<file path="src/common/lcdra_pkg.sv">
// Constants and types shared by the character LCD addressing core.
// Assumes a single 100 MHz ref_clk domain and a synchronous active-low reset.
package lcdra_pkg;

    ////////////////////////////////////////////////////////////////////////////
    // Memory geometry and address spans.
    localparam int          CELL_COUNT    = 14;
    localparam logic [7:0]  DISP_FIRST    = 8'h00;
    localparam logic [7:0]  DISP_LAST     = 8'h0D;
    localparam logic [7:0]  ICON_FIRST    = 8'h10;
    localparam logic [7:0]  ICON_LAST     = 8'h1D;
    localparam logic [7:0]  USER_CODE_TOP = 8'h1F;
    localparam logic [2:0]  ROW_LAST      = 3'h6;
    localparam logic [3:0]  POS_LAST      = 4'hD;
    localparam logic [4:0]  CELL_MOD      = 5'h0E;
    localparam logic [3:0]  SHIFT_LEFT    = 4'h1;
    localparam logic [3:0]  SHIFT_RIGHT   = 4'hD;

    ////////////////////////////////////////////////////////////////////////////
    // Instruction encodings written through the instruction holding register.
    localparam logic [7:0]  INS_CLEAR     = 8'h01;
    localparam logic [7:0]  INS_HOME      = 8'h02;
    localparam logic [6:0]  INS_ENTRY_PFX = 7'h02;
    localparam logic [6:0]  INS_SHIFT_PFX = 7'h08;
    localparam int          INS_ADDR_BIT  = 7;
    localparam int          INS_USER_BIT  = 6;
    localparam logic [7:0]  BLANK_CODE    = 8'h20;

    ////////////////////////////////////////////////////////////////////////////
    // Values after reset.
    localparam logic [7:0]  RST_BYTE      = 8'h00;
    localparam logic [3:0]  RST_SHIFT     = 4'h0;
    localparam logic        RST_INCR      = 1'b1;

    // Memory that data accesses are steered to.
    typedef enum logic [1:0]
    {
        SEL_DISP = 2'b00,
        SEL_USER = 2'b01,
        SEL_ICON = 2'b10
    } lcdra_ram_sel_type;

endpackage : lcdra_pkg

</file>
<file path="src/verilog/lcdra_core.sv">
// Addressing core of a 14-cell single-line character LCD controller.
// Assumes host strobes come from a serial front end on ref_clk, so they are
// not resynchronised; strobes may come on consecutive cycles, including a data write in the busy cycle.

module lcdra_core
(
    // Clock and reset.
    input  wire logic       ref_clk,
    input  wire logic       rst_n,
    // Host byte port.
    input  wire logic       host_write,
    input  wire logic       host_read,
    input  wire logic       register_select_line,
    input  wire logic [7:0] host_wdata,
    output      logic [7:0] host_rdata,
    output      logic       transfer_busy,
    // Address state seen by software.
    output      logic [7:0] ram_address_counter,
    // Refresh stream toward the segment drivers.
    output      logic [3:0] seg_position,
    output      logic [2:0] seg_row,
    output      logic [4:0] seg_dots
);

    // Complete state of the core.
    typedef struct packed
    {
        logic [7:0]                  instruction_holding;
        logic [7:0]                  data_holding;
        logic [7:0]                  ac;
        lcdra_pkg::lcdra_ram_sel_type sel;
        logic                        incr;
        logic [3:0]                  shift;
        logic                        pending;
        logic [13:0][7:0]            display_char_ram;
        logic [255:0][4:0]           user_font_ram;
        logic [13:0][4:0]            icon_ram;
        logic [3:0]                  scan_pos;
        logic [2:0]                  scan_row;
        logic [3:0]                  out_pos;
        logic [2:0]                  out_row;
        logic [4:0]                  out_dots;
    } lcdra_state_type;

    lcdra_state_type state;
    lcdra_state_type next_state;
    logic [4:0]      scan_sum;
    logic [3:0]      scan_addr;
    logic [7:0]      scan_code;
    logic [4:0]      scan_user_row;
    logic [4:0]      font_dots;

    // Step an address inside the span of the selected memory, wrapping at its ends.
    function automatic logic [7:0] step_addr(input logic [7:0] addr,
                                             input lcdra_pkg::lcdra_ram_sel_type sel,
                                             input logic incr);
        logic [7:0] lo;
        logic [7:0] hi;
        lo = (sel == lcdra_pkg::SEL_ICON) ? lcdra_pkg::ICON_FIRST : lcdra_pkg::DISP_FIRST;
        hi = (sel == lcdra_pkg::SEL_ICON) ? lcdra_pkg::ICON_LAST : lcdra_pkg::DISP_LAST;
        if (sel == lcdra_pkg::SEL_USER)
            return incr ? 8'(addr + 8'h01) : 8'(addr - 8'h01);
        if (incr)
            return (addr >= hi) ? lo : 8'(addr + 8'h01);
        return (addr <= lo) ? hi : 8'(addr - 8'h01);
    endfunction : step_addr

    ////////////////////////////////////////////////////////////////////////////
    // Refresh side: map scan position through the shift and fetch the cell.
    always_comb
    begin
        scan_sum      = {1'b0, state.scan_pos} + {1'b0, state.shift};
        if (scan_sum >= lcdra_pkg::CELL_MOD)
            scan_sum = 5'(scan_sum - lcdra_pkg::CELL_MOD);
        scan_addr     = scan_sum[3:0];
        scan_code     = state.display_char_ram[scan_addr];
        scan_user_row = state.user_font_ram[{scan_code[4:0], state.scan_row}];
    end

    // Font lookup for the cell currently being scanned.
    lcdra_font u_font
    (
        .char_code (scan_code),
        .dot_row   (state.scan_row),
        .user_row  (scan_user_row),
        .dots      (font_dots)
    );

    ////////////////////////////////////////////////////////////////////////////
    // Next state: automatic transfer, host access, then the refresh scan.
    always_comb
    begin
        next_state = state;

        // Move the held data byte into the selected memory, then step the counter.
        if (state.pending)
        begin
            unique case (state.sel)
                lcdra_pkg::SEL_DISP: next_state.display_char_ram[state.ac[3:0]] =
                    state.data_holding;
                lcdra_pkg::SEL_USER: next_state.user_font_ram[state.ac] =
                    state.data_holding[4:0];
                lcdra_pkg::SEL_ICON: next_state.icon_ram[4'(state.ac - lcdra_pkg::ICON_FIRST)] =
                    state.data_holding[4:0];
                default: next_state.pending = 1'b0;
            endcase
            next_state.ac      = step_addr(state.ac, state.sel, state.incr);
            next_state.pending = 1'b0;
        end

        // Host writes land in one of the two holding registers.
        if (host_write && register_select_line)
        begin
            next_state.data_holding = host_wdata;
            next_state.pending      = 1'b1;
        end
        else if (host_write)
        begin
            next_state.instruction_holding = host_wdata;
            if (host_wdata[lcdra_pkg::INS_ADDR_BIT])
            begin
                next_state.ac  = {1'b0, host_wdata[6:0]};
                next_state.sel = (host_wdata[6:0] >= lcdra_pkg::ICON_FIRST[6:0])
                    ? lcdra_pkg::SEL_ICON : lcdra_pkg::SEL_DISP;
            end
            else if (host_wdata[lcdra_pkg::INS_USER_BIT])
            begin
                next_state.ac  = {host_wdata[5:0], 2'b00};
                next_state.sel = lcdra_pkg::SEL_USER;
            end
            else if (host_wdata[7:1] == lcdra_pkg::INS_SHIFT_PFX)
            begin
                if (host_wdata[0])
                    next_state.shift = (state.shift == lcdra_pkg::RST_SHIFT)
                        ? lcdra_pkg::SHIFT_RIGHT : 4'(state.shift - 4'h1);
                else
                    next_state.shift = (state.shift == lcdra_pkg::POS_LAST)
                        ? lcdra_pkg::RST_SHIFT : 4'(state.shift + lcdra_pkg::SHIFT_LEFT);
            end
            else if (host_wdata[7:1] == lcdra_pkg::INS_ENTRY_PFX)
                next_state.incr = host_wdata[0];
            else if (host_wdata == lcdra_pkg::INS_HOME || host_wdata == lcdra_pkg::INS_CLEAR)
            begin
                next_state.ac    = lcdra_pkg::DISP_FIRST;
                next_state.sel   = lcdra_pkg::SEL_DISP;
                next_state.shift = lcdra_pkg::RST_SHIFT;
                if (host_wdata == lcdra_pkg::INS_CLEAR)
                    next_state.display_char_ram = {lcdra_pkg::CELL_COUNT{lcdra_pkg::BLANK_CODE}};
            end
        end
        else if (host_read && register_select_line)
        begin
            // Reads fetch the addressed byte into the data register and step the counter.
            unique case (next_state.sel)
                lcdra_pkg::SEL_DISP: next_state.data_holding =
                    next_state.display_char_ram[next_state.ac[3:0]];
                lcdra_pkg::SEL_USER: next_state.data_holding =
                    {3'h0, next_state.user_font_ram[next_state.ac]};
                lcdra_pkg::SEL_ICON: next_state.data_holding =
                    {3'h0, next_state.icon_ram[4'(next_state.ac - lcdra_pkg::ICON_FIRST)]};
                default: next_state.data_holding = lcdra_pkg::RST_BYTE;
            endcase
            next_state.ac = step_addr(next_state.ac, next_state.sel, next_state.incr);
        end

        // The scan runs on its own counters and only ever reads memory.
        next_state.out_pos  = state.scan_pos;
        next_state.out_row  = state.scan_row;
        next_state.out_dots = font_dots;
        if (state.scan_pos == lcdra_pkg::POS_LAST)
        begin
            next_state.scan_pos = 4'h0;
            next_state.scan_row = (state.scan_row == lcdra_pkg::ROW_LAST)
                ? 3'h0 : 3'(state.scan_row + 3'h1);
        end
        else
            next_state.scan_pos = 4'(state.scan_pos + 4'h1);

        // Synchronous reset clears control state except incr, which is set; memory contents are left alone.
        if (!rst_n)
        begin
            next_state.instruction_holding = lcdra_pkg::RST_BYTE;
            next_state.data_holding        = lcdra_pkg::RST_BYTE;
            next_state.ac                  = lcdra_pkg::DISP_FIRST;
            next_state.sel                 = lcdra_pkg::SEL_DISP;
            next_state.incr                = lcdra_pkg::RST_INCR;
            next_state.shift               = lcdra_pkg::RST_SHIFT;
            next_state.pending             = 1'b0;
            next_state.scan_pos            = 4'h0;
            next_state.scan_row            = 3'h0;
            next_state.out_pos             = 4'h0;
            next_state.out_row             = 3'h0;
            next_state.out_dots            = 5'h00;
        end
    end

    ////////////////////////////////////////////////////////////////////////////
    // State register.
    always_ff @(posedge ref_clk)
    begin
        state <= next_state;
    end

    // Outputs straight from the state register.
    assign host_rdata          = state.data_holding;
    assign transfer_busy       = state.pending;
    assign ram_address_counter = state.ac;
    assign seg_position        = state.out_pos;
    assign seg_row             = state.out_row;
    assign seg_dots            = state.out_dots;

endmodule : lcdra_core

</file>
<file path="src/verilog/lcdra_font.sv">
// Character code to dot row decoder for one character cell.
// Assumes the caller supplies the user font row already read for this code.
module lcdra_font
(
    // Character being decoded.
    input  wire logic [7:0] char_code,
    input  wire logic [2:0] dot_row,
    // Row fetched from the user font memory.
    input  wire logic [4:0] user_row,
    // Resulting dots, bit 4 leftmost.
    output      logic [4:0] dots
);

    // Fixed glyph generator for codes 20 to FF; a stand-in until a mask table is fitted.
    function automatic logic [4:0] fixed_font_rom(input logic [7:0] code, input logic [2:0] row);
        logic [7:0] mix;
        mix = code ^ {row, row, row[1:0]};
        return (row == 3'h0) ? 5'h00 : mix[4:0];
    endfunction : fixed_font_rom

    ////////////////////////////////////////////////////////////////////////////
    // Low codes pick the user patterns, all others the fixed glyphs.
    always_comb
    begin
        if (char_code <= lcdra_pkg::USER_CODE_TOP)
            dots = user_row;
        else
            dots = fixed_font_rom(char_code, dot_row);
    end

endmodule : lcdra_font
</file>
<file path="config.mk">
export PLATFORM = sky130hd
export DESIGN_NAME = lcdra_core
export DESIGN_NICKNAME = d
export VERILOG_FILES = /design/src/common/lcdra_pkg.sv /design/src/verilog/lcdra_core.sv /design/src/verilog/lcdra_font.sv
export SDC_FILE = /design/constraint.sdc
export NUM_CORES = 2
export LEC_CHECK = 0
export BUFFER_PORTS_ARGS = -buffer_cell sky130_fd_sc_hd__buf_2
export CAP_MARGIN = 5
export CORE_MARGIN = 2
export CORE_UTILIZATION = 50
export DETAILED_ROUTE_END_ITERATION = 8
export PLACE_DENSITY = 0.62
export SLEW_MARGIN = 10
export SYNTH_ARGS = -nofsm -noshare
export SYNTH_HDL_FRONTEND = slang
export SYNTH_SLANG_ARGS = --single-unit
</file>
<file path="constraint.sdc">
create_clock -name ref_clk -period 5.9 [get_ports ref_clk]
set_clock_uncertainty 0.05 [all_clocks]
set_input_delay 1.18 -clock ref_clk [delete_from_list [all_inputs] [get_ports ref_clk]]
set_output_delay 1.18 -clock ref_clk [all_outputs]
set_load 0.02 [all_outputs]
</file>
==> report_table.html <==
<table>
<tr><th>Metric</th><th>Value</th></tr>
<tr><th colspan="2">Run status</th></tr>
<tr><td>Result of the run</td><td>finished clean</td></tr>
<tr><th colspan="2">Cells and area</th></tr>
<tr><td>Fillers</td><td>14240</td></tr>
<tr><td>Layout area overhead</td><td>14.40%</td></tr>
<tr><td>Final Non-Filler Cells</td><td>10790</td></tr>
<tr><td>Final net count</td><td>8506</td></tr>
<tr><td>Fraction of final layout cells sized beyond drive strength 1</td><td>32.53%</td></tr>
<tr><th colspan="2">Power and ir drop</th></tr>
<tr><td>Static Leak</td><td>0.03783 uW</td></tr>
<tr><td>Clock network power share</td><td>41.1%</td></tr>
<tr><td>Max rail drop VDD</td><td>0.0003424 V</td></tr>
<tr><td>Combinational group share of total power</td><td>18.8%</td></tr>
<tr><td>Switching power of the nets</td><td>8269 uW</td></tr>
<tr><td>Reg power frac</td><td>40.1%</td></tr>
<tr><td>Switching fraction of total power</td><td>31.31%</td></tr>
<tr><td>Internal cell power</td><td>18140 uW</td></tr>
<tr><td>Pwr dens</td><td>280.8 nW/um^2</td></tr>
<tr><th colspan="2">Floorplan</th></tr>
<tr><td>Die span in x</td><td>409.5 um</td></tr>
<tr><td>DIE AREA</td><td>167700 um^2</td></tr>
<tr><td>Starting density of the core</td><td>50.45%</td></tr>
<tr><td>Die Y-Extent</td><td>409.5 um</td></tr>
<tr><td>Number of I/O pins</td><td>42</td></tr>
<tr><td>Site row count</td><td>148</td></tr>
<tr><td>Core Region</td><td>163000 um^2</td></tr>
<tr><th colspan="2">Place</th></tr>
<tr><td>Placer's final routability congestion estimate</td><td>1.040</td></tr>
<tr><td>Placed cell count</td><td>10470</td></tr>
<tr><td>Post-placement worst setup slack</td><td>-0.4475 ns</td></tr>
<tr><td>Port buffer count</td><td>41</td></tr>
<tr><td>Half-perimeter wire length after placement</td><td>269.2 mm</td></tr>
<tr><th colspan="2">Yosys</th></tr>
<tr><td>Asr flop ratio synth</td><td>0%</td></tr>
<tr><td>Mapped Nets</td><td>8339</td></tr>
<tr><td>Syn_area_per_cell</td><td>9.894 um^2</td></tr>
<tr><td>Synth Instances</td><td>8309</td></tr>
<tr><td>Share of Yosys cell area claimed by the top area cell type</td><td>36.65%</td></tr>
<tr><td>Sequential-to-total area share from yosys stat</td><td>36.65%</td></tr>
<tr><td>Cell type with the largest total area after synthesis</td><td>sky130_fd_sc_hd__dfxtp_1</td></tr>
<tr><td>Summed instance area of the synthesized netlist</td><td>82210 um^2</td></tr>
<tr><td>Number of warnings printed during yosys synthesis</td><td>0</td></tr>
<tr><td>List of most frequent post-synthesis cells</td><td>1505 x sky130_fd_sc_hd__dfxtp_1, 1340 x sky130_fd_sc_hd__mux2_2, 929 x sky130_fd_sc_hd__nor2_1</td></tr>
<tr><td>Distinct cell type count of the synthesized netlist</td><td>102</td></tr>
<tr><td>Number of synthesized flops with an enable pin</td><td>0</td></tr>
<tr><td>Most numerous cell in the Yosys netlist</td><td>sky130_fd_sc_hd__dfxtp_1</td></tr>
<tr><td>Number of register bits inferred by synthesis</td><td>1505</td></tr>
<tr><td>Largest cells by area after synthesis</td><td>sky130_fd_sc_hd__dfxtp_1 37%, sky130_fd_sc_hd__mux2_2 18%, sky130_fd_sc_hd__mux4_2 9.6%, sky130_fd_sc_hd__mux2i_1 4.7%, sky130_fd_sc_hd__nor2_1 4.2%</td></tr>
<tr><td>Post-synth top flop</td><td>sky130_fd_sc_hd__dfxtp_1</td></tr>
<tr><th colspan="2">STA</th></tr>
<tr><td>Final-layout setup total negative slack</td><td>0 ns</td></tr>
<tr><td>Final worst path period need</td><td>5.886 ns</td></tr>
<tr><td>Setup ws final</td><td>0.01385 ns</td></tr>
<tr><td>Max Transition Viols Final</td><td>0</td></tr>
<tr><td>Worst slew slack as a fraction of its limit</td><td>3.914%</td></tr>
<tr><td>Worst Max-Slew Pin Slew</td><td>1.423 ns</td></tr>
<tr><td>Final worst-path cycle share</td><td>99.77%</td></tr>
<tr><td>Hold slack</td><td>0.4205 ns</td></tr>
<tr><td>Total count of hold-check failures in the final report</td><td>0</td></tr>
<tr><td>Finish-stage setup viols</td><td>0</td></tr>
<tr><td>Highest attainable clock frequency</td><td>0.1699 GHz</td></tr>
<tr><th colspan="2">Route</th></tr>
<tr><td>Detailed-routing iteration count for the pre-antenna-repair pass</td><td>9</td></tr>
<tr><td>First-iteration detailed-routing DRC count</td><td>11270</td></tr>
<tr><td>Vias per Instance</td><td>6.982</td></tr>
<tr><td>Final WL</td><td>380.3 mm</td></tr>
<tr><td>DRC errors left</td><td>0</td></tr>
<tr><td>Average wire per cell in the routed design</td><td>35.23 um</td></tr>
<tr><td>Antenna-violating nets left</td><td>0</td></tr>
<tr><td>Number of vias after detailed routing</td><td>75370</td></tr>
<tr><th colspan="2">Critical path</th></tr>
<tr><td>Crit path cell chain</td><td>ha_1 &gt; fa_2 &gt; xnor2_2 &gt; inv_1 &gt; ha_2 &gt; mux2_4 &gt; o22a_4 &gt; nor3_4 &gt; o221ai_1 &gt; o311a_1 &gt; a311o_1 &gt; o41ai_4 &gt; buf_12 &gt; buf_16 &gt; mux2i_2 &gt; a22oi_1 &gt; nand4b_1 &gt; a41oi_1 &gt; a311o_1</td></tr>
<tr><td>Critical register-to-register path startpoint</td><td>state[15]</td></tr>
<tr><td>Most used cell along the critical path</td><td>sky130_fd_sc_hd__a311o_1</td></tr>
<tr><td>R2R Path End</td><td>seg_dots[4]</td></tr>
<tr><td>Register-to-Register Path Depth</td><td>19</td></tr>
<tr><td>Internal reg-to-reg setup slack</td><td>0.01 ns</td></tr>
<tr><td>Stage delay of the slowest cell on the critical path</td><td>0.73 ns</td></tr>
<tr><td>Worst path slowest cell</td><td>sky130_fd_sc_hd__mux2i_2</td></tr>
<tr><td>Crit Path Class</td><td>reg -&gt; reg</td></tr>
<tr><td>Arrival time of data at the critical path endpoint</td><td>6.58 ns</td></tr>
<tr><td>CP Launch Point</td><td>state[15]</td></tr>
<tr><td>Category of the worst setup path capture point</td><td>register</td></tr>
<tr><td>Biggest fanout along the worst timing path</td><td>21</td></tr>
<tr><td>Required time of the critical path</td><td>6.59 ns</td></tr>
<tr><td>Worst Setup Start Kind</td><td>register</td></tr>
<tr><td>Crit path capture</td><td>seg_dots[4]</td></tr>
<tr><th colspan="2">Min path</th></tr>
<tr><td>Class of the most critical hold timing path</td><td>reg -&gt; reg</td></tr>
<tr><th colspan="2">CTS</th></tr>
<tr><td>Quantity of hold-fixing buffers added after cts</td><td>0</td></tr>
<tr><td>CTS H-tree lvls</td><td>4</td></tr>
<tr><td>Clk root buf</td><td>sky130_fd_sc_hd__clkbuf_16</td></tr>
<tr><td>Cts bufs inserted</td><td>170</td></tr>
<tr><td>Clock transition at the register clock pins on the worst setup and hold paths after CTS</td><td>0.06 ns</td></tr>
<tr><td>TritonCTS Sinks</td><td>1505</td></tr>
<tr><td>Clock latency on the worst-skew pair</td><td>0.85 ns</td></tr>
<tr><td>Maximum buffer depth of the clock tree</td><td>3</td></tr>
<tr><td>Clock tree from TritonCTS</td><td>done</td></tr>
<tr><th colspan="2">Flow run</th></tr>
<tr><td>Number of max-capacitance violations reported</td><td>0</td></tr>
<tr><th colspan="2">GRT</th></tr>
<tr><td>Total global routing track utilization</td><td>43.90%</td></tr>
<tr><td>Number of global-route vias before repair</td><td>70740</td></tr>
<tr><td>Maximum number of pins on one net before global-route repair</td><td>165</td></tr>
<tr><td>Number of antenna violations at the first check in global routing</td><td>30</td></tr>
<tr><td>First-pass GRT wire length</td><td>534.0 mm</td></tr>
<tr><td>Overflow left after global routing</td><td>0</td></tr>
</table>
[registers in the layout (all words and copies together) (netlist names)]
| register | count |
|---|---|
| state | 1476 |
| seg_dots | 5 |
| host_rdata | 8 |
| seg_position | 4 |
| ram_address_counter | 8 |
| transfer_busy | 1 |
| seg_row | 3 |
[cell families after synthesis]
family	after synthesis	share of synthesized area (%)
simple gates	2571	14.35
mux	2084	32.90
compound gates	1324	11.48
flops	1505	36.65
fa+ha+maj	18	0.2816
xor+xnor	17	0.1811
buf+inv	790	4.158
[cell type report]
class                           count  area (um^2)  share of cell area [%]
Timing Repair Buffer              748         6434                   6.841
Multi-Input combinational cell   6014        48980                   52.08
Clock inverter                     46        565.5                  0.6013
Antenna cell                       18        45.04                 0.04789
Sequential cell                  1505        30160                   32.07
Tap cell                         2175         2721                   2.894
Inverter                           37        151.4                  0.1610
Clock buffer                      251         4992                   5.308
[repair_timing]
| item | in CTS | in global routing |
|---|---|---|
| pin swaps | 2 | 4 |
| resized for setup | 8 | 15 |
| setup endpoints to repair | 4 | 8 |
| cloned | 1 | 1 |
| setup buffers | 0 | 6 |
[through the flow]
stage               instance area, um^2  utilization, %  total power [uW]
global route                      94010           57.69             26920
finish                            94050           57.71             26410
CTS                               93870           57.60             26150
detailed placement                88240           54.15             15420
floorplan                         82210               -             13320
global placement                  88230           54.15             15390
[worst min path at each step]
stage,from,endpoint,depth (start not counted)
4_1_cts,state[1475],state[1475],2
6_report,state[37],state[37],2
3_3_place_gp,state[36],state[36],2
5_1_grt,state[31],state[31],2
3_5_place_dp,state[26],state[26],2
2_1_floorplan,state[105],state[105],2
[worst max-delay path: cells and delay by family (launching register included)]
| kind | cells | cell delay [ns] |
|---|---|---|
| AOI/OAI and AO/OA | 8 | 2.25 |
| muxes | 2 | 1.02 |
| adders and majority gates | 3 | 0.85 |
| buffers and inverters | 3 | 0.52 |
| and+or+nand+nor | 2 | 0.51 |
| DFF | 1 | 0.31 |
| xor gates and xnor gates | 1 | 0.20 |
[routing by layer]
metal / wire [um] / GRT usage, % / up-vias
li1: - / - / 31400
met1: 145500 / 56.31 / 37670
met2: 157200 / 62.74 / 5069
met3: 46170 / 13.64 / 1212
met4: 31230 / 30.41 / 18
met5: 113 / 0 / -
[power by group through the flow]
stage                     combinational (uW)  sequential, uW  clock (uW)
after floorplan                         2650           10700           0
after global placement                  4590           10800           0
after detailed placement                4620           10800           0
after CTS                               4680           10600       10900
after global routing                    5040           10600       11300
final                                   4960           10600       10900
[layout by cell type, fill, tap and decap left out, drive strengths merged, types with 21 or more instances in the layout]
master,Yosys,routed
a22oi,52,52
o211ai,110,110
o21ai,191,191
o311ai,80,80
nor4,36,36
a21o,24,24
a31oi,64,64
nand4,30,30
or3,350,350
o2111ai,44,44
nor2,932,932
dfxtp,1505,1505
nand2b,21,21
clkinv,0,22
a221oi,35,35
a2111oi,26,26
a211oi,77,77
mux2i,384,384
nand3,142,142
and3,26,26
inv,37,49
clkbuf,456,252
mux4,358,358
a311oi,24,24
o31ai,50,50
buf,297,746
o311a,27,27
o22ai,46,46
nand2,600,600
a21oi,261,261
mux2,1342,1342
nor3,339,339
and2,22,22
Power figures use the tool's default switching activity.
